## src/hcrs_params.svh

```systemverilog
`ifndef HCRS_PARAMS_SVH
`define HCRS_PARAMS_SVH
// ****************************************
// Register byte offsets, B-channel bank
// ****************************************
`define HCRS_B_CFG1 8'h00
`define HCRS_B_CFG2 8'h04
`define HCRS_B_MODE 8'h08
`define HCRS_B_STATE 8'h0c
`define HCRS_B_ISTA 8'h10
`define HCRS_B_MASK 8'h14
`define HCRS_B_EXIR 8'h18
`define HCRS_B_CMD 8'h1c
`define HCRS_B_TXCH 8'h20
`define HCRS_B_RXCH 8'h24
`define HCRS_B_TXSLOT 8'h28
`define HCRS_B_RXSLOT 8'h2c
`define HCRS_B_LO 8'h00
`define HCRS_B_HI 8'h73
// ****************************************
// Register byte offsets, D-channel bank
// ****************************************
`define HCRS_D_ISTA 8'h80
`define HCRS_D_MASK 8'h84
`define HCRS_D_EXIR 8'h88
`define HCRS_D_STATE 8'h8c
`define HCRS_D_CMD 8'h90
`define HCRS_D_MODE 8'h94
`define HCRS_D_RXCL 8'h98
`define HCRS_D_RXCH 8'h9c
`define HCRS_D_SPORT 8'ha0
`define HCRS_D_CIR 8'ha4
`define HCRS_D_CIX 8'ha8
`define HCRS_D_SYNC 8'hac
`define HCRS_D_ADF 8'hb0
`define HCRS_D_LO 8'h80
`define HCRS_D_HI 8'hba
// ****************************************
// Reset values and fields
// ****************************************
`define HCRS_RST_ZERO 8'h00
`define HCRS_RST_STATE 8'h48
`define HCRS_RST_CIR 8'h7c
`define HCRS_RST_CIX 8'h3f
`define HCRS_RXCH_D_MASK 8'h1f
`define HCRS_CFG1_PWRUP_BIT 7
`define HCRS_STATE_BUSY_BIT 2
`define HCRS_RESP_OKAY 2'b00
`define HCRS_RESP_SLVERR 2'b10
`endif

```

## src/hcrs_pkg.sv

```systemverilog
package hcrs_pkg;
	typedef logic [7:0] hcrs_byte_t;
	typedef logic [7:0] hcrs_addr_t;
	typedef enum logic {HCRS_IDLE, HCRS_RUN} hcrs_state_e;

	// Sticky update: a set in the clearing cycle wins
	function automatic hcrs_byte_t hcrs_sticky(input hcrs_byte_t cur, input hcrs_byte_t set,
			input hcrs_byte_t clr);
		hcrs_sticky = (cur & ~clr) | set;
	endfunction
endpackage

```

## src/hcrs_axil_slave.sv

```systemverilog
`include "hcrs_params.svh"
module hcrs_axil_slave (
	input wire logic aclk,
	input wire logic aresetn,
	input wire logic [7:0] s_axi_awaddr,
	input wire logic s_axi_awvalid,
	output logic s_axi_awready,
	input wire logic [31:0] s_axi_wdata,
	input wire logic [3:0] s_axi_wstrb,
	input wire logic s_axi_wvalid,
	output logic s_axi_wready,
	output logic [1:0] s_axi_bresp,
	output logic s_axi_bvalid,
	input wire logic s_axi_bready,
	input wire logic [7:0] s_axi_araddr,
	input wire logic s_axi_arvalid,
	output logic s_axi_arready,
	output logic [31:0] s_axi_rdata,
	output logic [1:0] s_axi_rresp,
	output logic s_axi_rvalid,
	input wire logic s_axi_rready,
	output logic wr_en,
	output hcrs_pkg::hcrs_addr_t wr_addr,
	output hcrs_pkg::hcrs_byte_t wr_data,
	input wire logic wr_ok,
	output logic rd_en,
	input wire logic rd_ok,
	input wire hcrs_pkg::hcrs_byte_t rd_data
);
	import hcrs_pkg::*;
	logic aw_held;
	logic w_held;
	logic lane0;
	logic [7:0] w_byte;

	// Address and data taken in either order, one write at a time
	assign s_axi_awready = !aw_held && !s_axi_bvalid;
	assign s_axi_wready = !w_held && !s_axi_bvalid;
	assign wr_en = aw_held && w_held && !s_axi_bvalid && lane0;
	assign wr_data = w_byte;
	assign s_axi_arready = !s_axi_rvalid;
	assign rd_en = s_axi_arvalid && s_axi_arready;

	always_ff @(posedge aclk) begin
		if (!aresetn) begin
			aw_held <= 1'b0;
			w_held <= 1'b0;
			lane0 <= 1'b0;
			w_byte <= 8'h00;
			wr_addr <= 8'h00;
			s_axi_bvalid <= 1'b0;
			s_axi_bresp <= 2'b00;
			s_axi_rvalid <= 1'b0;
			s_axi_rresp <= 2'b00;
			s_axi_rdata <= 32'h0000_0000;
		end else begin
			if (s_axi_awvalid && s_axi_awready) begin
				aw_held <= 1'b1;
				wr_addr <= s_axi_awaddr;
			end
			if (s_axi_wvalid && s_axi_wready) begin
				w_held <= 1'b1;
				w_byte <= s_axi_wdata[7:0];
				lane0 <= s_axi_wstrb[0];
			end
			if (aw_held && w_held && !s_axi_bvalid) begin
				aw_held <= 1'b0;
				w_held <= 1'b0;
				s_axi_bvalid <= 1'b1;
				s_axi_bresp <= wr_ok ? `HCRS_RESP_OKAY : `HCRS_RESP_SLVERR;
			end else if (s_axi_bvalid && s_axi_bready) begin
				s_axi_bvalid <= 1'b0;
			end
			if (rd_en) begin
				s_axi_rvalid <= 1'b1;
				s_axi_rdata <= {24'h00_0000, rd_data};
				s_axi_rresp <= rd_ok ? `HCRS_RESP_OKAY : `HCRS_RESP_SLVERR;
			end else if (s_axi_rvalid && s_axi_rready) begin
				s_axi_rvalid <= 1'b0;
			end
		end
	end
endmodule // hcrs_axil_slave

```

## src/hcrs_irq_bank.sv

```systemverilog
`include "hcrs_params.svh"
module hcrs_irq_bank (
	input wire logic aclk,
	input wire logic aresetn,
	input wire hcrs_pkg::hcrs_byte_t events,
	input wire logic clr_en,
	input wire hcrs_pkg::hcrs_byte_t clr_data,
	input wire hcrs_pkg::hcrs_byte_t mask,
	output hcrs_pkg::hcrs_byte_t status,
	output logic pending
);
	import hcrs_pkg::*;
	wire hcrs_byte_t clr_bits = clr_en ? clr_data : `HCRS_RST_ZERO;
	wire hcrs_byte_t next_status = hcrs_sticky(status, events, clr_bits);

	always_ff @(posedge aclk) begin
		if (!aresetn) begin
			status <= `HCRS_RST_ZERO;
		end else begin
			status <= next_status;
		end
	end

	// Mask bit one keeps its status bit out of pending; the event still sets status
	assign pending = |(status & ~mask);
endmodule // hcrs_irq_bank

```

## src/hcrs_top.sv

```systemverilog
// Notes on behaviour
// - Reset puts the device idle and loads every bank register's reset value.
// - B-channel registers decode inside host addresses 00h to 73h.
// - D-channel registers decode inside host addresses 80h to BAh.
// - B config one resets 00: power down, NRZ, idle ones upstream.
// - B config two resets 00: normal line use, transmit on, no frame-start irq.
// - B mode resets 00: reserved mode, one-byte address, receivers off, no loop.
// - B transmit and receive count-high reset 00: interrupt-driven, no continuous send.
// - D state resets 48: transmit pool writable, receive pool ready.
// - D receive counts reset to zero bytes; lower five high bits cleared.
// - Serial port control resets 00: upstream pin high, test loop off.
// - Command/indication receive resets 7C: channel held elsewhere, code 1111.
// - Command/indication transmit resets 3F: shared bus not requested, code 1111.
// - Synchronous-transfer control resets 00: functions off, bus address 0000.
// - D additional-feature resets 00: continuous ones as interframe fill.
//
// The implementer's own choices: register access over AXI4-Lite and the address map.
`include "hcrs_params.svh"
module hcrs_top (
	input wire logic aclk,
	input wire logic aresetn,
	input wire logic [7:0] s_axi_awaddr,
	input wire logic s_axi_awvalid,
	output logic s_axi_awready,
	input wire logic [31:0] s_axi_wdata,
	input wire logic [3:0] s_axi_wstrb,
	input wire logic s_axi_wvalid,
	output logic s_axi_wready,
	output logic [1:0] s_axi_bresp,
	output logic s_axi_bvalid,
	input wire logic s_axi_bready,
	input wire logic [7:0] s_axi_araddr,
	input wire logic s_axi_arvalid,
	output logic s_axi_arready,
	output logic [31:0] s_axi_rdata,
	output logic [1:0] s_axi_rresp,
	output logic s_axi_rvalid,
	input wire logic s_axi_rready,
	input wire hcrs_pkg::hcrs_byte_t bchan_events,
	input wire hcrs_pkg::hcrs_byte_t bchan_ext_events,
	input wire hcrs_pkg::hcrs_byte_t dchan_events,
	input wire hcrs_pkg::hcrs_byte_t dchan_ext_events,
	input wire hcrs_pkg::hcrs_byte_t bchan_status_in,
	input wire hcrs_pkg::hcrs_byte_t dchan_status_in,
	input wire hcrs_pkg::hcrs_byte_t bchan_rx_count_high_in,
	input wire hcrs_pkg::hcrs_byte_t dchan_rx_count_low_in,
	input wire hcrs_pkg::hcrs_byte_t dchan_rx_count_high_in,
	input wire hcrs_pkg::hcrs_byte_t cmd_ind_receive_in,
	input wire logic bchan_cmd_done,
	input wire logic dchan_cmd_done,
	output hcrs_pkg::hcrs_byte_t bchan_config_one,
	output hcrs_pkg::hcrs_byte_t bchan_config_two,
	output hcrs_pkg::hcrs_byte_t bchan_mode,
	output hcrs_pkg::hcrs_byte_t bchan_tx_count_high,
	output hcrs_pkg::hcrs_byte_t bchan_tx_slot_config,
	output hcrs_pkg::hcrs_byte_t bchan_rx_slot_config,
	output hcrs_pkg::hcrs_byte_t dchan_mode,
	output hcrs_pkg::hcrs_byte_t serial_port_control,
	output hcrs_pkg::hcrs_byte_t cmd_ind_transmit,
	output hcrs_pkg::hcrs_byte_t sync_transfer_control,
	output hcrs_pkg::hcrs_byte_t additional_feature,
	output hcrs_pkg::hcrs_byte_t bchan_command,
	output logic bchan_cmd_valid,
	output hcrs_pkg::hcrs_byte_t dchan_command,
	output logic dchan_cmd_valid,
	output logic device_idle,
	output logic irq
);
	import hcrs_pkg::*;

	// ****************************************
	// Bus slave
	// ****************************************
	logic wr_en;
	hcrs_addr_t wr_addr;
	hcrs_byte_t wr_data;
	logic rd_en;
	hcrs_byte_t rd_data;
	logic wr_ok;
	logic rd_ok;

	hcrs_axil_slave u_bus (
		.aclk(aclk),
		.aresetn(aresetn),
		.s_axi_awaddr(s_axi_awaddr),
		.s_axi_awvalid(s_axi_awvalid),
		.s_axi_awready(s_axi_awready),
		.s_axi_wdata(s_axi_wdata),
		.s_axi_wstrb(s_axi_wstrb),
		.s_axi_wvalid(s_axi_wvalid),
		.s_axi_wready(s_axi_wready),
		.s_axi_bresp(s_axi_bresp),
		.s_axi_bvalid(s_axi_bvalid),
		.s_axi_bready(s_axi_bready),
		.s_axi_araddr(s_axi_araddr),
		.s_axi_arvalid(s_axi_arvalid),
		.s_axi_arready(s_axi_arready),
		.s_axi_rdata(s_axi_rdata),
		.s_axi_rresp(s_axi_rresp),
		.s_axi_rvalid(s_axi_rvalid),
		.s_axi_rready(s_axi_rready),
		.wr_en(wr_en),
		.wr_addr(wr_addr),
		.wr_data(wr_data),
		.wr_ok(wr_ok),
		.rd_en(rd_en),
		.rd_ok(rd_ok),
		.rd_data(rd_data)
	);

	// ****************************************
	// Address decode
	// ****************************************
	function automatic logic in_bank(input hcrs_addr_t a);
		// Decode windows of both banks
		in_bank = (a >= `HCRS_B_LO && a <= `HCRS_B_HI) || (a >= `HCRS_D_LO && a <= `HCRS_D_HI);
	endfunction

	function automatic logic is_mapped(input hcrs_addr_t a);
		is_mapped = in_bank(a) && (a[1:0] == 2'b00) && ((a <= `HCRS_B_RXSLOT) || (a >= `HCRS_D_ISTA &&
			a <= `HCRS_D_ADF));
	endfunction

	wire hcrs_addr_t rd_addr = s_axi_araddr;
	wire b_wr = wr_en && (wr_addr <= `HCRS_B_HI);
	wire d_wr = wr_en && (wr_addr >= `HCRS_D_LO) && (wr_addr <= `HCRS_D_HI);
	assign wr_ok = is_mapped(wr_addr);
	assign rd_ok = is_mapped(rd_addr);

	wire w_b_cfg1 = b_wr && wr_addr == `HCRS_B_CFG1;
	wire w_b_cfg2 = b_wr && wr_addr == `HCRS_B_CFG2;
	wire w_b_mode = b_wr && wr_addr == `HCRS_B_MODE;
	wire w_b_ista = b_wr && wr_addr == `HCRS_B_ISTA;
	wire w_b_mask = b_wr && wr_addr == `HCRS_B_MASK;
	wire w_b_cmd = b_wr && wr_addr == `HCRS_B_CMD;
	wire w_b_txch = b_wr && wr_addr == `HCRS_B_TXCH;
	wire w_b_txslot = b_wr && wr_addr == `HCRS_B_TXSLOT;
	wire w_b_rxslot = b_wr && wr_addr == `HCRS_B_RXSLOT;
	wire w_d_ista = d_wr && wr_addr == `HCRS_D_ISTA;
	wire w_d_mask = d_wr && wr_addr == `HCRS_D_MASK;
	wire w_d_cmd = d_wr && wr_addr == `HCRS_D_CMD;
	wire w_d_mode = d_wr && wr_addr == `HCRS_D_MODE;
	wire w_d_sport = d_wr && wr_addr == `HCRS_D_SPORT;
	wire w_d_cix = d_wr && wr_addr == `HCRS_D_CIX;
	wire w_d_sync = d_wr && wr_addr == `HCRS_D_SYNC;
	wire w_d_adf = d_wr && wr_addr == `HCRS_D_ADF;
	wire r_b_exir = rd_en && rd_addr == `HCRS_B_EXIR;
	wire r_d_exir = rd_en && rd_addr == `HCRS_D_EXIR;

	// ****************************************
	// Device state
	// ****************************************
	hcrs_state_e state;
	hcrs_state_e next_state;
	// Leaving power down ends the idle state
	assign next_state = bchan_config_one[`HCRS_CFG1_PWRUP_BIT] ? HCRS_RUN : HCRS_IDLE;
	assign device_idle = (state == HCRS_IDLE);

	always_ff @(posedge aclk) begin
		if (!aresetn) begin
			state <= HCRS_IDLE;
		end else begin
			state <= next_state;
		end
	end

	// ****************************************
	// Software-written control registers
	// ****************************************
	always_ff @(posedge aclk) begin
		if (!aresetn) begin
			bchan_config_one <= `HCRS_RST_ZERO;
			bchan_config_two <= `HCRS_RST_ZERO;
			bchan_mode <= `HCRS_RST_ZERO;
			bchan_tx_count_high <= `HCRS_RST_ZERO;
			bchan_tx_slot_config <= `HCRS_RST_ZERO;
			bchan_rx_slot_config <= `HCRS_RST_ZERO;
			dchan_mode <= `HCRS_RST_ZERO;
			serial_port_control <= `HCRS_RST_ZERO;
			cmd_ind_transmit <= `HCRS_RST_CIX;
			sync_transfer_control <= `HCRS_RST_ZERO;
			additional_feature <= `HCRS_RST_ZERO;
		end else begin
			if (w_b_cfg1) bchan_config_one <= wr_data;
			if (w_b_cfg2) bchan_config_two <= wr_data;
			if (w_b_mode) bchan_mode <= wr_data;
			if (w_b_txch) bchan_tx_count_high <= wr_data;
			if (w_b_txslot) bchan_tx_slot_config <= wr_data;
			if (w_b_rxslot) bchan_rx_slot_config <= wr_data;
			if (w_d_mode) dchan_mode <= wr_data;
			if (w_d_sport) serial_port_control <= wr_data;
			if (w_d_cix) cmd_ind_transmit <= wr_data;
			if (w_d_sync) sync_transfer_control <= wr_data;
			if (w_d_adf) additional_feature <= wr_data;
		end
	end

	// ****************************************
	// Commands
	// ****************************************
	// A new write outranks a done pulse in the same cycle
	always_ff @(posedge aclk) begin
		if (!aresetn) begin
			bchan_command <= `HCRS_RST_ZERO;
			dchan_command <= `HCRS_RST_ZERO;
			bchan_cmd_valid <= 1'b0;
			dchan_cmd_valid <= 1'b0;
		end else begin
			bchan_cmd_valid <= w_b_cmd;
			dchan_cmd_valid <= w_d_cmd;
			if (w_b_cmd) begin
				bchan_command <= wr_data;
			end else if (bchan_cmd_done) begin
				bchan_command <= `HCRS_RST_ZERO;
			end
			if (w_d_cmd) begin
				dchan_command <= wr_data;
			end else if (dchan_cmd_done) begin
				dchan_command <= `HCRS_RST_ZERO;
			end
		end
	end

	// ****************************************
	// Interrupts
	// ****************************************
	hcrs_byte_t bchan_irq_state;
	hcrs_byte_t dchan_irq_state;
	hcrs_byte_t bchan_irq_mask;
	hcrs_byte_t dchan_irq_mask;
	hcrs_byte_t bchan_irq_extended;
	hcrs_byte_t dchan_irq_extended;
	logic b_pending;
	logic d_pending;

	always_ff @(posedge aclk) begin
		if (!aresetn) begin
			bchan_irq_mask <= `HCRS_RST_ZERO;
			dchan_irq_mask <= `HCRS_RST_ZERO;
			bchan_irq_extended <= `HCRS_RST_ZERO;
			dchan_irq_extended <= `HCRS_RST_ZERO;
		end else begin
			if (w_b_mask) bchan_irq_mask <= wr_data;
			if (w_d_mask) dchan_irq_mask <= wr_data;
			// Read clears, a new event still lands
			bchan_irq_extended <= hcrs_sticky(bchan_irq_extended, bchan_ext_events,
				r_b_exir ? bchan_irq_extended : `HCRS_RST_ZERO);
			dchan_irq_extended <= hcrs_sticky(dchan_irq_extended, dchan_ext_events,
				r_d_exir ? dchan_irq_extended : `HCRS_RST_ZERO);
		end
	end

	hcrs_irq_bank u_bchan_irq (
		.aclk(aclk),
		.aresetn(aresetn),
		.events(bchan_events),
		.clr_en(w_b_ista),
		.clr_data(wr_data),
		.mask(bchan_irq_mask),
		.status(bchan_irq_state),
		.pending(b_pending)
	);

	hcrs_irq_bank u_dchan_irq (
		.aclk(aclk),
		.aresetn(aresetn),
		.events(dchan_events),
		.clr_en(w_d_ista),
		.clr_data(wr_data),
		.mask(dchan_irq_mask),
		.status(dchan_irq_state),
		.pending(d_pending)
	);

	// Power down forwards no interrupt
	assign irq = (b_pending || d_pending) && (state == HCRS_RUN);

	// ****************************************
	// Status captured from the datapath
	// ****************************************
	hcrs_byte_t bchan_state;
	hcrs_byte_t dchan_state;
	hcrs_byte_t bchan_rx_count_high;
	hcrs_byte_t dchan_rx_count_low;
	hcrs_byte_t dchan_rx_count_high;
	hcrs_byte_t cmd_ind_receive;
	hcrs_byte_t next_bchan_state;
	hcrs_byte_t next_dchan_state;

	// Idle shows the fixed ready pattern; busy follows the command
	assign next_bchan_state = (next_state == HCRS_IDLE) ? `HCRS_RST_STATE :
		(bchan_status_in | {5'h00, |bchan_command, 2'b00});
	assign next_dchan_state = (next_state == HCRS_IDLE) ? `HCRS_RST_STATE :
		(dchan_status_in | {5'h00, |dchan_command, 2'b00});

	always_ff @(posedge aclk) begin
		if (!aresetn) begin
			bchan_state <= `HCRS_RST_STATE;
			dchan_state <= `HCRS_RST_STATE;
			bchan_rx_count_high <= `HCRS_RST_ZERO;
			dchan_rx_count_low <= `HCRS_RST_ZERO;
			dchan_rx_count_high <= `HCRS_RST_ZERO;
			cmd_ind_receive <= `HCRS_RST_CIR;
		end else begin
			bchan_state <= next_bchan_state;
			dchan_state <= next_dchan_state;
			bchan_rx_count_high <= bchan_rx_count_high_in;
			dchan_rx_count_low <= dchan_rx_count_low_in;
			dchan_rx_count_high <= dchan_rx_count_high_in;
			cmd_ind_receive <= cmd_ind_receive_in;
		end
	end

	// ****************************************
	// Read data select
	// ****************************************
	// Write-only registers read as zero
	always_comb begin
		case (rd_addr)
			`HCRS_B_CFG1: rd_data = bchan_config_one;
			`HCRS_B_CFG2: rd_data = bchan_config_two;
			`HCRS_B_MODE: rd_data = bchan_mode;
			`HCRS_B_STATE: rd_data = bchan_state;
			`HCRS_B_ISTA: rd_data = bchan_irq_state;
			`HCRS_B_EXIR: rd_data = bchan_irq_extended;
			`HCRS_B_RXCH: rd_data = bchan_rx_count_high;
			`HCRS_B_TXSLOT: rd_data = bchan_tx_slot_config;
			`HCRS_B_RXSLOT: rd_data = bchan_rx_slot_config;
			`HCRS_D_ISTA: rd_data = dchan_irq_state;
			`HCRS_D_EXIR: rd_data = dchan_irq_extended;
			`HCRS_D_STATE: rd_data = dchan_state;
			`HCRS_D_MODE: rd_data = dchan_mode;
			`HCRS_D_RXCL: rd_data = dchan_rx_count_low;
			`HCRS_D_RXCH: rd_data = dchan_rx_count_high;
			`HCRS_D_SPORT: rd_data = serial_port_control;
			`HCRS_D_CIR: rd_data = cmd_ind_receive;
			`HCRS_D_SYNC: rd_data = sync_transfer_control;
			`HCRS_D_ADF: rd_data = additional_feature;
			default: rd_data = `HCRS_RST_ZERO;
		endcase
	end
endmodule // hcrs_top

```

## config.mk

```make
export PLATFORM = sky130hd
export DESIGN_NAME = hcrs_top
export DESIGN_NICKNAME = d
export VERILOG_FILES = /design/src/hcrs_pkg.sv /design/src/hcrs_axil_slave.sv /design/src/hcrs_irq_bank.sv /design/src/hcrs_top.sv
export VERILOG_INCLUDE_DIRS = /design/src
export SDC_FILE = /design/constraint.sdc
export NUM_CORES = 1
export LEC_CHECK = 0
export BUFFER_PORTS_ARGS = -buffer_cell sky130_fd_sc_hd__buf_2
export CORE_ASPECT_RATIO = 0.75
export CORE_MARGIN = 2
export CORE_UTILIZATION = 50
export CTS_BUF_LIST = sky130_fd_sc_hd__clkbuf_8
export DETAILED_ROUTE_END_ITERATION = 8
export PLACE_DENSITY = 0.87
export REMOVE_ABC_BUFFERS = 1
export SETUP_SLACK_MARGIN = 0.05
export SYNTH_ARGS = -nofsm -noshare
export SYNTH_HDL_FRONTEND = slang
export SYNTH_SLANG_ARGS = --single-unit
```

## constraint.sdc

```tcl
create_clock -name aclk -period 2.1 [get_ports aclk]
set_input_delay 0.21 -clock aclk [delete_from_list [all_inputs] [get_ports aclk]]
set_output_delay 0.21 -clock aclk [all_outputs]
set_load 0.02 [all_outputs]
```

### After elaboration in Yosys (flattened, before gate mapping)

Cells that the tools add are included.

* RAM bits: 0
* word-level logic and storage cells: 186
* register bits after elaboration: 236
* input bits: 141
* output and inout port bits: 149
* memories: 0
* bits in latches: 0
* bits in read-only memories: 0

* multiply operators: 0
* equal/unequal tests: 34
* reductions and logical operators: 66
* magnitude comparators: 12
* multiplexer cells: 16
* div/mod/pow operators: 0
* add/subtract/negate cells: 0
* bitwise gates (word level): 20
* shift-type cells: 0

Operators with widths (count)
* one-hot mux 8 bit (19 select lines): 1
* equality test 8 bit, second input constant: 18
* two-way mux 8 bit: 8
* AND 8 bit: 6
* equality test 8 x 6 -> 1 bit, second input constant: 6
* inverter 8 bit: 6
* logical AND 1 bit: 43
* equality test 8 x 5 -> 1 bit, second input constant: 5
* <= comparator 8 bit, second input constant: 4
* bitwise OR 8 bit: 4
* OR reduction 8 bit: 4
* equality test 8 x 4 -> 1 bit, second input constant: 3
* equality test 8 x 3 -> 1 bit, second input constant: 2
* >= comparator 8 x 1 -> 1 bit, second input constant: 2
* >= comparator 8 bit, second input constant: 2
* <= comparator 8 x 6 -> 1 bit, second input constant: 2
* <= comparator 8 x 7 -> 1 bit, second input constant: 2
* logical NOT 8 bit: 2
* bitwise OR 8 x 3 -> 8 bit: 2
* nonzero test 2 bit: 4
* logical OR 1 bit: 5
* two-way mux 1 bit: 5
* logical NOT 1 bit: 4
* logical NOT 2 bit: 2
* 4 further kinds: 6

### Logic depth before layout (Yosys ltp)

Gate-level depths: netlist (run 1).

* depth in word-level cells: 10
* gate-level depth with buffers: 9
* gate-level depth less buffers: 5

### Hierarchy

From an unflattened synthesis (run 1), not the netlist that was laid out.

* cell total of the unflattened synthesis: 1083
* area, all modules: 9943.3 µm²

Modules (own cells, without submodules)
* hcrs_top: instances 1, cells each 826, area an instance 7851.3 µm², seq. area each 3743.6 µm²
* hcrs_axil_slave: instances 1, cells each 165, area an instance 1398.8 µm², seq. area each 620.6 µm²
* hcrs_irq_bank: instances 2, cells each 46, area an instance 346.6 µm², seq. area each 160.2 µm²

### Least setup slack after synthesis (run 1)

No wires, ideal clock.

* kind: flip-flop to flip-flop
* start point: reg u_bus.s_axi_bvalid
* end point: reg bchan_mode[0]
* data required time: 1972 ps
* cell stages (with the launch flop): 6
* buffers on the path: 0
* setup slack: 137 ps
* clock period less this slack: 1963 ps
* library setup time: 128 ps
* arrival time: 1835 ps
* cell sequence: dfxtp_1 nand3b_1 nor4b_1 nand2_2 mux2i_1 nor2_1

* longest elaborated chain between the ends: 5

Ends and longest elaborated chain
* start, declared: RTL line hcrs_axil_slave.sv:13 `output logic s_axi_bvalid,`
* start signal, assigned: RTL line hcrs_axil_slave.sv:51 `s_axi_bvalid <= 1'b0;`
* start signal, assigned: RTL line hcrs_axil_slave.sv:69 `s_axi_bvalid <= 1'b1;`
* start signal, assigned: RTL line hcrs_axil_slave.sv:72 `s_axi_bvalid <= 1'b0;`
* logical NOT 1 bit: RTL line hcrs_axil_slave.sv:39 `assign wr_en = aw_held && w_held && !s_axi_bvalid && lane0;`
* logical AND 1 bit (2 in series): RTL line hcrs_axil_slave.sv:39
* logical AND 1 bit: RTL line hcrs_top.sv:125 `` wire b_wr = wr_en && (wr_addr <= `HCRS_B_HI); ``
* logical AND 1 bit (no source line)
* end signal, assigned: RTL line hcrs_top.sv:174 `` bchan_mode <= `HCRS_RST_ZERO; ``
* end signal, assigned: RTL line hcrs_top.sv:186 `if (w_b_mode) bchan_mode <= wr_data;`
* end, declared: RTL line hcrs_top.sv:53 `output hcrs_pkg::hcrs_byte_t bchan_mode,`

Every way passes these cells.
A chain may end at the register's enable or synchronous reset.

### Worst setup path after layout (run 1)

* start point: reg u_dchan_irq.status[2]
* end point: out irq

* longest elaborated chain between the ends: 4

Ends and longest elaborated chain
* start, declared: RTL line hcrs_irq_bank.sv:9 `output hcrs_pkg::hcrs_byte_t status,`
* start signal, assigned: RTL line hcrs_irq_bank.sv:18 `` status <= `HCRS_RST_ZERO; ``
* start signal, assigned: RTL line hcrs_irq_bank.sv:20 `status <= next_status;`
* AND 8 bit: RTL line hcrs_irq_bank.sv:25 `assign pending = |(status & ~mask);`
* OR reduction 8 bit: RTL line hcrs_irq_bank.sv:25
* logical OR 1 bit: RTL line hcrs_top.sv:276 `assign irq = (b_pending || d_pending) && (state == HCRS_RUN);`
* logical AND 1 bit: RTL line hcrs_top.sv:276
* end, declared: RTL line hcrs_top.sv:67 `output logic irq`

Every way passes these cells.

==> qor.txt, run 1 <==
ratio of routed vias to standard cells -> 5.85
crit share post-route -> 96.5%
wire length of the first global-routing pass -> 55,900 µm
crit-path leading delay family -> simple AND/OR/NAND/NOR gates
min cycle time layout -> 2030 ps
htree depth -> 2
count of synthesis-stage warnings from yosys -> 0
CTS buffer count -> 37
post-place instance area -> 11,800 µm²
final setup violating endpoints -> 0
Total Neg Setup Slack -> 0 ps
list of cells traversed by the critical path -> inv_2 -> o22ai_1 -> a221oi_2 -> nand4_1 -> and2_1 -> buf_4
Tightest Hold Check Type -> in2reg
total routing resource utilization after global routing -> 33.7%
Bufs on Longest Clock Path -> 3
FFs w/ async S/R, synth -> 0%
Die Outline Area -> 21,400 µm²
cell area after synthesis -> 10,100 µm²
largest net degree at the start of global routing -> 67
number of buffers and inverters on the critical path -> 2
share of the synthesized area in the top cell type -> 46.2%
Clock Sink Count -> 234
Congestion Overflow GR -> 0
power density of the placed cells -> 694 nW/µm²
total via count in the routed design -> 10,300
row count -> 45
via count of the first global-routing pass -> 9,848
kind of end point of the critical path -> output port
nets@finish -> 1,620
Die W -> 168 µm
number of diodes added for antenna fixing -> 0
clock slew seen by the registers of the worst setup and hold paths -> 60 ps
detailed router's first-iteration violation count -> 1,139
Final Slew Violations -> 0
worst path required time -> 1890 ps
Post-DRT Antenna Nets -> 0
Detailed Place HPWL -> 25,200 µm
static leakage -> 6.09 nW
actual slew at the worst max-slew pin -> 842 ps
data arrival time of the critical path -> 1820 ps
critical path's largest stage delay -> 340 ps
Avg Synthesized Cell Area -> 9.12 µm²
top cells by area in the synthesized netlist -> dfxtp_1 46%, mux2i_1 9.4%, nor2_1 4.2%
most common flop cell mapped by yosys -> dfxtp_1
Max Freq -> 494 MHz
Fin. Hold Viols -> 0
maximum ir drop on the vdd rail -> 0.447 mV
TritonCTS clock tree -> yes
largest fanout on the critical path -> 2
Critical Path Slowest Stage Cell -> dfxtp_1
startpoint class of the critical path -> flip-flop
number of primary I/O pins -> 290
routability congestion estimate -> 0.987
leading cell type by number of instances after synthesis -> dfxtp_1
number of buffers inserted by port buffering -> 236
effective utilization at floorplan -> 50.6%
Clk Latency, worst-skew pair -> 540 ps
number of synthesized register bits -> 234
number of maximum-capacitance constraint violations -> 0
Core Region -> 20,000 µm²
synth-to-layout area growth -> 34.3%
number of antenna violations at the first check in global routing -> 0
layout cells sized above 1 -> 28.6%
number of iterations in the first detailed-routing pass -> 7
CTS Root Buffer Type -> clkbuf_8
Die Height -> 127 µm
Setup Crit Path Kind -> reg2out
count of distinct cell types in the synthesized netlist -> 65
share of the yosys chip area belonging to registers -> 46.2%
outcome -> finished, final reports clean
WL final -> 37,100 µm
Yosys top cell by area -> dfxtp_1
cell count after synthesis -> 1,111
worst-case clock skew -> 15.8 ps
unrepaired setup endpoints after global routing -> yes
cell area after layout -> 13,600 µm²
Commonest cells post-synth -> 234 x dfxtp_1, 114 x nor2_1, 95 x mux2i_1, 90 x nand2_1, 77 x a21oi_1
slew margin rel. -> 43.8%
average detailed-routed wire length per instance -> 21.1 µm
number of enable flip-flop cells after synthesis -> 0
Residual DRC -> 0
## cell usage in the layout, fill, tap and decap left out, types with 14 or more instances in the layout
cell             n
a21oi_1         77
a22o_1          22
a22oi_1         18
and2_1          31
and3_1          14
buf_2          235
buf_4           76
clkbuf_8        43
conb_1          26
dfxtp_1        228
dlygate4sd3_1   99
inv_1           32
mux2_2          14
mux2i_1         95
nand2_1         89
nand2b_1        15
nand3_1         24
nor2_1         112
o21a_1          19
o21ai_0         36
## power by group
group / total [mW] / switching [mW] / leakage (nW) / internal [mW]
combinational: 1.01 / 0.553 / 3.79 / 0.458
clock: 3.74 / 1.78 / 0.395 / 1.97
sequential: 4.69 / 0.141 / 1.91 / 4.55
total: 9.44 / 2.47 / 6.09 / 6.97
## per-stage QoR
stage          hold WS [ps]  setup WS [ps]  std cells  power [mW]  util [%]
6_report               37.3           73.9       1757        9.44      67.9
5_1_grt                54.8           20.9       1757        9.73      67.9
4_1_cts                19.6           32.7       1755        9.37      67.4
3_5_place_dp            398          -55.6       1597        5.58      59.0
3_3_place_gp            393          -43.2       1597        5.56      59.0
2_1_floorplan           272          -1220       1025        5.11         -
## final timing paths
check,from,to,slack (ps),cells past startpoint
max reg2reg,u_bus.lane0,cmd_ind_transmit[4],110,6
min reg2reg,bchan_tx_count_high[1],bchan_tx_count_high[1],460,2
max,u_dchan_irq.status[2],irq,70,6
min,aresetn,cmd_ind_receive[3],40,2
## layout make-up
type	instances	area (µm²)
Multi-Input combinational cell	764	4980
Sequential cell	234	4690
Timing Repair Buffer	415	2820
Clock buffer	43	592
Clock inverter	16	92.6
Inverter	27	104
Tap cell	258	323
Fill cell	1564	6440
## kinds of logic after synthesis
kind of cell | count (synthesis) | share of synthesized area (%)
and+or+nand+nor | 378 | 19.6
DFF | 234 | 46.2
other | 1 | 0.0370
muxes | 109 | 10.9
AOI/OAI and AO/OA | 251 | 16.8
buffers and inverters | 138 | 6.41
## repair_timing
action,in CTS,in global routing
pin swaps,1,2
endpoints found under the hold margin,99,0
hold buffers,99,0
setup buffers,0,2
gates resized for setup,2,28
setup endpoints to repair,6,86
## layer usage
| layer | wire length, µm | part of all wire, % | track usage [%] |
|---|---|---|---|
| met3 | 4160 | 11 | 9.42 |
| met1 | 15500 | 42 | 45.5 |
| met5 | 0 | 0 | 0 |
| met4 | 1500 | 4.0 | 13.3 |
| met2 | 15900 | 43 | 51.5 |
No activity file was read; power rests on OpenSTA's default activity.
==> inputs of run 2 (changes only) <==
==> constraint.sdc (replaced) <==
create_clock -name aclk -period 1.9 [get_ports aclk]
set_input_delay 0.19 -clock aclk [delete_from_list [all_inputs] [get_ports aclk]]
set_output_delay 0.19 -clock aclk [all_outputs]
set_load 0.02 [all_outputs]
==> qor.txt, run 2 (synthesized netlist as in run 1, its figures left out) <==
number of primary I/O pins -> 290 (unchanged)
routability congestion estimate -> 0.971 (-1.7%)
largest fanout on the critical path -> 2 (unchanged)
Die Outline Area -> 21,400 µm² (unchanged)
number of iterations in the first detailed-routing pass -> 5 (-2)
Residual DRC -> 0 (unchanged)
CTS Root Buffer Type -> clkbuf_8
min cycle time layout -> 2000 ps
number of maximum-capacitance constraint violations -> 0 (unchanged)
Tightest Hold Check Type -> in2reg
Congestion Overflow GR -> 0 (unchanged)
Max Freq -> 499 MHz
htree depth -> 2 (unchanged)
placed cell count -> 1,642 (+2.8%)
crit share post-route -> 105%
Setup WS post-layout -> -103 ps (-177 ps)
slew margin rel. -> 52.1% (+8.3 points)
non-filler instance count after layout -> 1,826 (+3.9%)
number of buffers inserted by port buffering -> 236 (unchanged)
worst path required time -> 1710 ps (-180 ps)
cell area after layout -> 14,400 µm² (+5.5%)
post-place instance area -> 12,300 µm² (+3.7%)
CTS buffer count -> 35 (-5.4%)
startpoint class of the critical path -> flip-flop
Die Height -> 127 µm (unchanged)
Final Slew Violations -> 0 (unchanged)
Die W -> 168 µm (unchanged)
nets@finish -> 1,682 (+3.8%)
WL final -> 39,600 µm (+6.9%)
effective utilization at floorplan -> 50.6% (unchanged)
static leakage -> 6.50 nW (+6.7%)
detailed router's first-iteration violation count -> 1,424 (+25%)
maximum ir drop on the vdd rail -> 0.576 mV (+29%)
Core Util, Final -> 71.6% (+3.7 points)
clock slew seen by the registers of the worst setup and hold paths -> 70 ps (about the same)
Bufs on Longest Clock Path -> 3 (unchanged)
leading cell types in the layout, fill and taps excluded -> 235 x buf_2, 216 x dfxtp_1, 127 x buf_4, 113 x nor2_1, 100 x dlygate4sd3_1
worst-case clock skew -> 16.3 ps (+0.555 ps)
multi-input logic area -> 5070 µm² (+1.7%)
Fin. Hold Viols -> 0 (unchanged)
data arrival time of the critical path -> 1810 ps (about the same)
synth-to-layout area growth -> 41.6%
fill cell total of the finished layout -> 1,421 (-9.1%)
most common cell after layout, fill and taps aside -> buf_2
combined flip-flop and latch cell area -> 4710 µm² (+0.43%)
actual slew at the worst max-slew pin -> 716 ps (-125 ps)
kind of end point of the critical path -> output port
Clk Latency, worst-skew pair -> 540 ps (about the same)
total routing resource utilization after global routing -> 35.5% (+1.8 points)
TritonCTS clock tree -> yes
Setup Crit Path Kind -> reg2out
total via count in the routed design -> 10,700 (+3.9%)
Total Neg Setup Slack -> -103 ps (-103 ps)
Post-DRT Antenna Nets -> 0 (unchanged)
row count -> 45 (unchanged)
ratio of routed vias to standard cells -> 5.85 (about the same)
Worst Hold Slack -> 46.1 ps (+8.81 ps)
layout cells sized above 1 -> 33.6% (+5.0 points)
unrepaired setup endpoints after global routing -> yes
via count of the first global-routing pass -> 10,300 (+4.5%)
wire length of the first global-routing pass -> 58,900 µm (+5.5%)
power density of the placed cells -> 748 nW/µm² (+7.8%)
Detailed Place HPWL -> 26,100 µm (+3.4%)
pre-CTS worst setup slack -> -138 ps (-82.8 ps)
outcome -> finished, violations left
final setup violating endpoints -> 1 (+1)
Final Total Pwr -> 10.7 mW (+14%)
Clock Sink Count -> 234 (unchanged)
Core Region -> 20,000 µm² (unchanged)
largest net degree at the start of global routing -> 114 (+70%)
number of antenna violations at the first check in global routing -> 0 (unchanged)
violated checks -> setup timing
average detailed-routed wire length per instance -> 21.7 µm (+2.8%)
-- run 2: cell count changes in the layout (fill, tap and decap cells not counted), sizes merged --
cell,before,now
dlygate4sd3,99,100
buf,316,379
inv,39,38
clkinv,2,4
bufinv,1,0
diode,0,1
clkbuf,43,47
-- run 2: path summary, 6_finish.rpt --
check | from | to | slack, ps | cells after the start
setup / recovery | dchan_irq_mask[4] | irq | -100 | 5
hold / removal | aresetn | cmd_ind_receive[3] | 50 | 2
setup reg to reg | u_bus.wr_addr[1] | dchan_irq_mask[5] | 10 | 7
hold reg to reg | bchan_tx_count_high[4] | bchan_tx_count_high[4] | 460 | 2
-- run 2: timing repair --
item,in CTS,in global routing
endpoints found under the hold margin,100,0
endpoints found under the setup margin,37,105
setup buffers,15,7
gates resized for setup,29,39
pin swaps,4,18
hold buffers,100,0
-- run 2: metal layers --
metal / vias to the layer above / share of wire (%) / track usage, %
met3: 133 / 11 / 8.46
met5: - / 0 / 0
met1: 5009 / 41 / 47.8
met2: 780 / 43 / 55.0
li1: 4757 / - / -
met4: 0 / 4.0 / 14.8
-- run 2: final cells by class --
cell class	count	share of cell area, %
multi-input combinational	764	35.3
sequential	234	32.8
timing repair buffer	479	23.8
clock buffer	47	4.51
tap	258	2.25
inverter	27	0.724
clock inverter	16	0.514
antenna	1	0.0174
-- run 2: critical path: stages, from the launching register on --
cell,delay (ps)
dfxtp_2,350
inv_2,40
a221oi_2,310
nand4_1,230
and2_4,220
buf_6,120
-- run 2: where the power goes --
| group | internal (mW) | switching, mW | total [mW] | leakage, nW |
|---|---|---|---|---|
| Clock | 2.22 | 2.05 | 4.27 | 0.412 |
| Sequential | 5.03 | 0.140 | 5.17 | 1.91 |
| Combinational | 0.612 | 0.685 | 1.30 | 4.18 |
==> inputs of run 3 (changes only) <==
--- a/config.mk
+++ b/config.mk
@@ -15,6 +15,7 @@
 export PLACE_DENSITY = 0.87
 export REMOVE_ABC_BUFFERS = 1
 export SETUP_SLACK_MARGIN = 0.05
+export SLEW_MARGIN = 20
 export SYNTH_ARGS = -nofsm -noshare
 export SYNTH_HDL_FRONTEND = slang
 export SYNTH_SLANG_ARGS = --single-unit
==> constraint.sdc (replaced) <==
create_clock -name aclk -period 2.39 [get_ports aclk]
set_input_delay 0.239 -clock aclk [delete_from_list [all_inputs] [get_ports aclk]]
set_output_delay 0.239 -clock aclk [all_outputs]
set_load 0.02 [all_outputs]
==> qor.txt, run 3 (synthesized netlist as in run 1, its figures left out) <==
outcome -> finished, final reports clean
pre-CTS worst setup slack -> 173 ps (+311 ps)
Die Height -> 127 µm (unchanged)
Worst Hold Depth -> 3 (+1)
number of setup buffers added after CTS -> 0 (-15)
TritonCTS clock tree -> yes
fill cell total of the finished layout -> 1,538 (+8.2%)
Final Slew Violations -> 0 (unchanged)
Die W -> 168 µm (unchanged)
most common cell after layout, fill and taps aside -> buf_2
multi-input logic area -> 4910 µm² (-3.1%)
Max Freq -> 444 MHz
Setup Crit Path Kind -> reg2reg
Global Route met1 Usage -> 45.7% (-2.1 points)
min cycle time layout -> 2250 ps
Die Outline Area -> 21,400 µm² (unchanged)
Gate power share -> 10.4% (-1.7 points)
R2R Path End -> cmd_ind_transmit[2]
Critical path origin -> u_bus.wr_addr[3]
flop-to-flop setup slack -> 140 ps (+130 ps)
unrepaired setup endpoints after global routing -> no
final setup violating endpoints -> 0 (-1)
Post-DRT Antenna Nets -> 0 (unchanged)
detailed router's first-iteration violation count -> 1,316 (-7.6%)
number of iterations in the first detailed-routing pass -> 6 (+1)
synth-to-layout area growth -> 32.7%
proportion of power drawn by flip-flops and latches -> 48.8% (+0.7 points)
clock slew seen by the registers of the worst setup and hold paths -> 60 ps (about the same)
WL final -> 37,300 µm (-6.0%)
wire length of the first global-routing pass -> 56,300 µm (-4.4%)
worst r2r path cells -> 5 (-2)
switching share of total power -> 25.8% (-0.93 points)
power density of the placed cells -> 627 nW/µm² (-16%)
kind of end point of the critical path -> flip-flop
startpoint class of the critical path -> flip-flop
largest fanout on the critical path -> 8 (+6)
worst-case clock skew -> 17.4 ps (+1.12 ps)
M3 GR Usage -> 8.64% (+0.19 points)
Endpoint, Worst Hold -> u_bus.w_held
internal power -> 6.25 mW (-20%)
maximum ir drop on the vdd rail -> 0.416 mV (-28%)
Fin. Hold Viols -> 0 (unchanged)
average detailed-routed wire length per instance -> 21.4 µm (-1.4%)
Critical Path Slowest Stage Cell -> nor4b_1
Residual DRC -> 0 (unchanged)
Detailed Place HPWL -> 25,300 µm (-3.2%)
non-filler instance count after layout -> 1,742 (-4.6%)
effective utilization at floorplan -> 50.6% (unchanged)
Total Neg Setup Slack -> 0 ps (+103 ps)
Tightest Hold Check Type -> in2reg
number of primary I/O pins -> 290 (unchanged)
total routing resource utilization after global routing -> 33.9% (-1.6 points)
placed cell count -> 1,585 (-3.5%)
data arrival time of the critical path -> 2660 ps (+850 ps)
static leakage -> 6.00 nW (-7.7%)
number of buffers inserted by port buffering -> 236 (unchanged)
via count of the first global-routing pass -> 10,100 (-2.4%)
ratio of routed vias to standard cells -> 5.90 (+0.90%)
Top Usage Layer GRT -> met2
Bufs on Longest Clock Path -> 3 (unchanged)
worst path required time -> 2800 ps (+1090 ps)
Core Region -> 20,000 µm² (unchanged)
M2 GR Usage -> 53.1% (-1.9 points)
Clk network pwr share -> 40.9% (+1.1 points)
Worst Hold Slack -> 24.5 ps (-21.6 ps)
CTS Root Buffer Type -> clkbuf_8
crit share post-route -> 94.3%
layout cells sized above 1 -> 27.0% (-6.6 points)
list of cells traversed by the critical path -> nor4b_1 -> nor4bb_2 -> buf_4 -> mux2i_1 -> nand2_1
slew margin rel. -> 46.7% (-5.5 points)
routability congestion estimate -> 0.950 (-2.1%)
row count -> 45 (unchanged)
number of maximum-capacitance constraint violations -> 0 (unchanged)
nets@finish -> 1,605 (-4.6%)
leading cell types in the layout, fill and taps excluded -> 236 x buf_2, 234 x dfxtp_1, 114 x nor2_1, 98 x dlygate4sd3_1, 95 x mux2i_1
number of diodes added for antenna fixing -> 0 (-1)
startpoint of the lowest-slack register-to-register path -> u_bus.wr_addr[3]
number of antenna violations at the first check in global routing -> 0 (unchanged)
combined flip-flop and latch cell area -> 4680 µm² (-0.58%)
Clk Latency, worst-skew pair -> 540 ps (about the same)
Congestion Overflow GR -> 0 (unchanged)
Clock Sink Count -> 234 (unchanged)
Setup WS post-layout -> 137 ps (+240 ps)
switching power of the nets -> 2.18 mW (-24%)
actual slew at the worst max-slew pin -> 794 ps (+77.6 ps)
critical path's largest stage delay -> 620 ps (+270 ps)
total via count in the routed design -> 10,300 (-3.7%)
CTS buffer count -> 37 (+5.7%)
worst hold path startpoint -> s_axi_wvalid
largest net degree at the start of global routing -> 114 (unchanged)
htree depth -> 2 (unchanged)
run 3: changes by cell type in the layout (fill, tap and decap cells not counted), moves of 4 or more:
cell	delta
buf_4	-64
buf_6	-6
inv_1	+4
dfxtp_1	+18
dfxtp_2	-16
buf_12	-8
inv_2	-8
run 3: layout make-up:
cell class	count	share of cell area (%)
repair buffers	400	20.0
clock buffers	47	4.81
multi-input cells	764	36.5
flip-flops and latches	234	34.8
inverters	27	0.772
well taps	258	2.40
clock inverters	12	0.605
run 3: critical path: cells and delay by family, from the launching register on:
family	cells	cell delay, ps
mux	1	210
buf+inv	1	270
flops	1	490
simple gates	3	1160
run 3: timing repair:
action | CTS | global route
gates resized for setup | 0 | 1
hold buffers | 98 | 0
hold endpoints to repair | 98 | 0
endpoints found under the setup margin | 0 | 1
run 3: worst max path at each step:
stage                            to  cells after the start
2_1_floorplan      dchan_command[0]                      3
3_3_place_gp   u_bus.s_axi_rdata[4]                      9
3_5_place_dp   u_bus.s_axi_rdata[4]                      7
4_1_cts                         irq                      6
5_1_grt         cmd_ind_transmit[3]                      5
6_report        cmd_ind_transmit[2]                      5
run 3: power by group through the flow:
stage | clock network (mW) | registers, mW | logic, mW
6_report | 3.44 | 4.11 | 0.875
5_1_grt | 3.66 | 4.11 | 0.924
4_1_cts | 3.45 | 4.10 | 0.837
3_5_place_dp | 0 | 4.19 | 0.711
3_3_place_gp | 0 | 4.18 | 0.695
2_1_floorplan | 0 | 4.16 | 0.331
run 3: per-layer routing:
metal	vias up	part of all wire (%)
li1	4584	-
met1	4917	42
met2	666	44
met3	112	12
met4	0	3.0
met5	-	0
run 3: through the flow:
stage	total power [mW]	instance area (µm²)	utilization, %
after floorplan	4.49	9680	-
after global placement	4.88	11700	58.5
after detailed placement	4.90	11700	58.5
after CTS	8.39	13400	67.1
after global routing	8.70	13400	67.1
final	8.43	13400	67.1
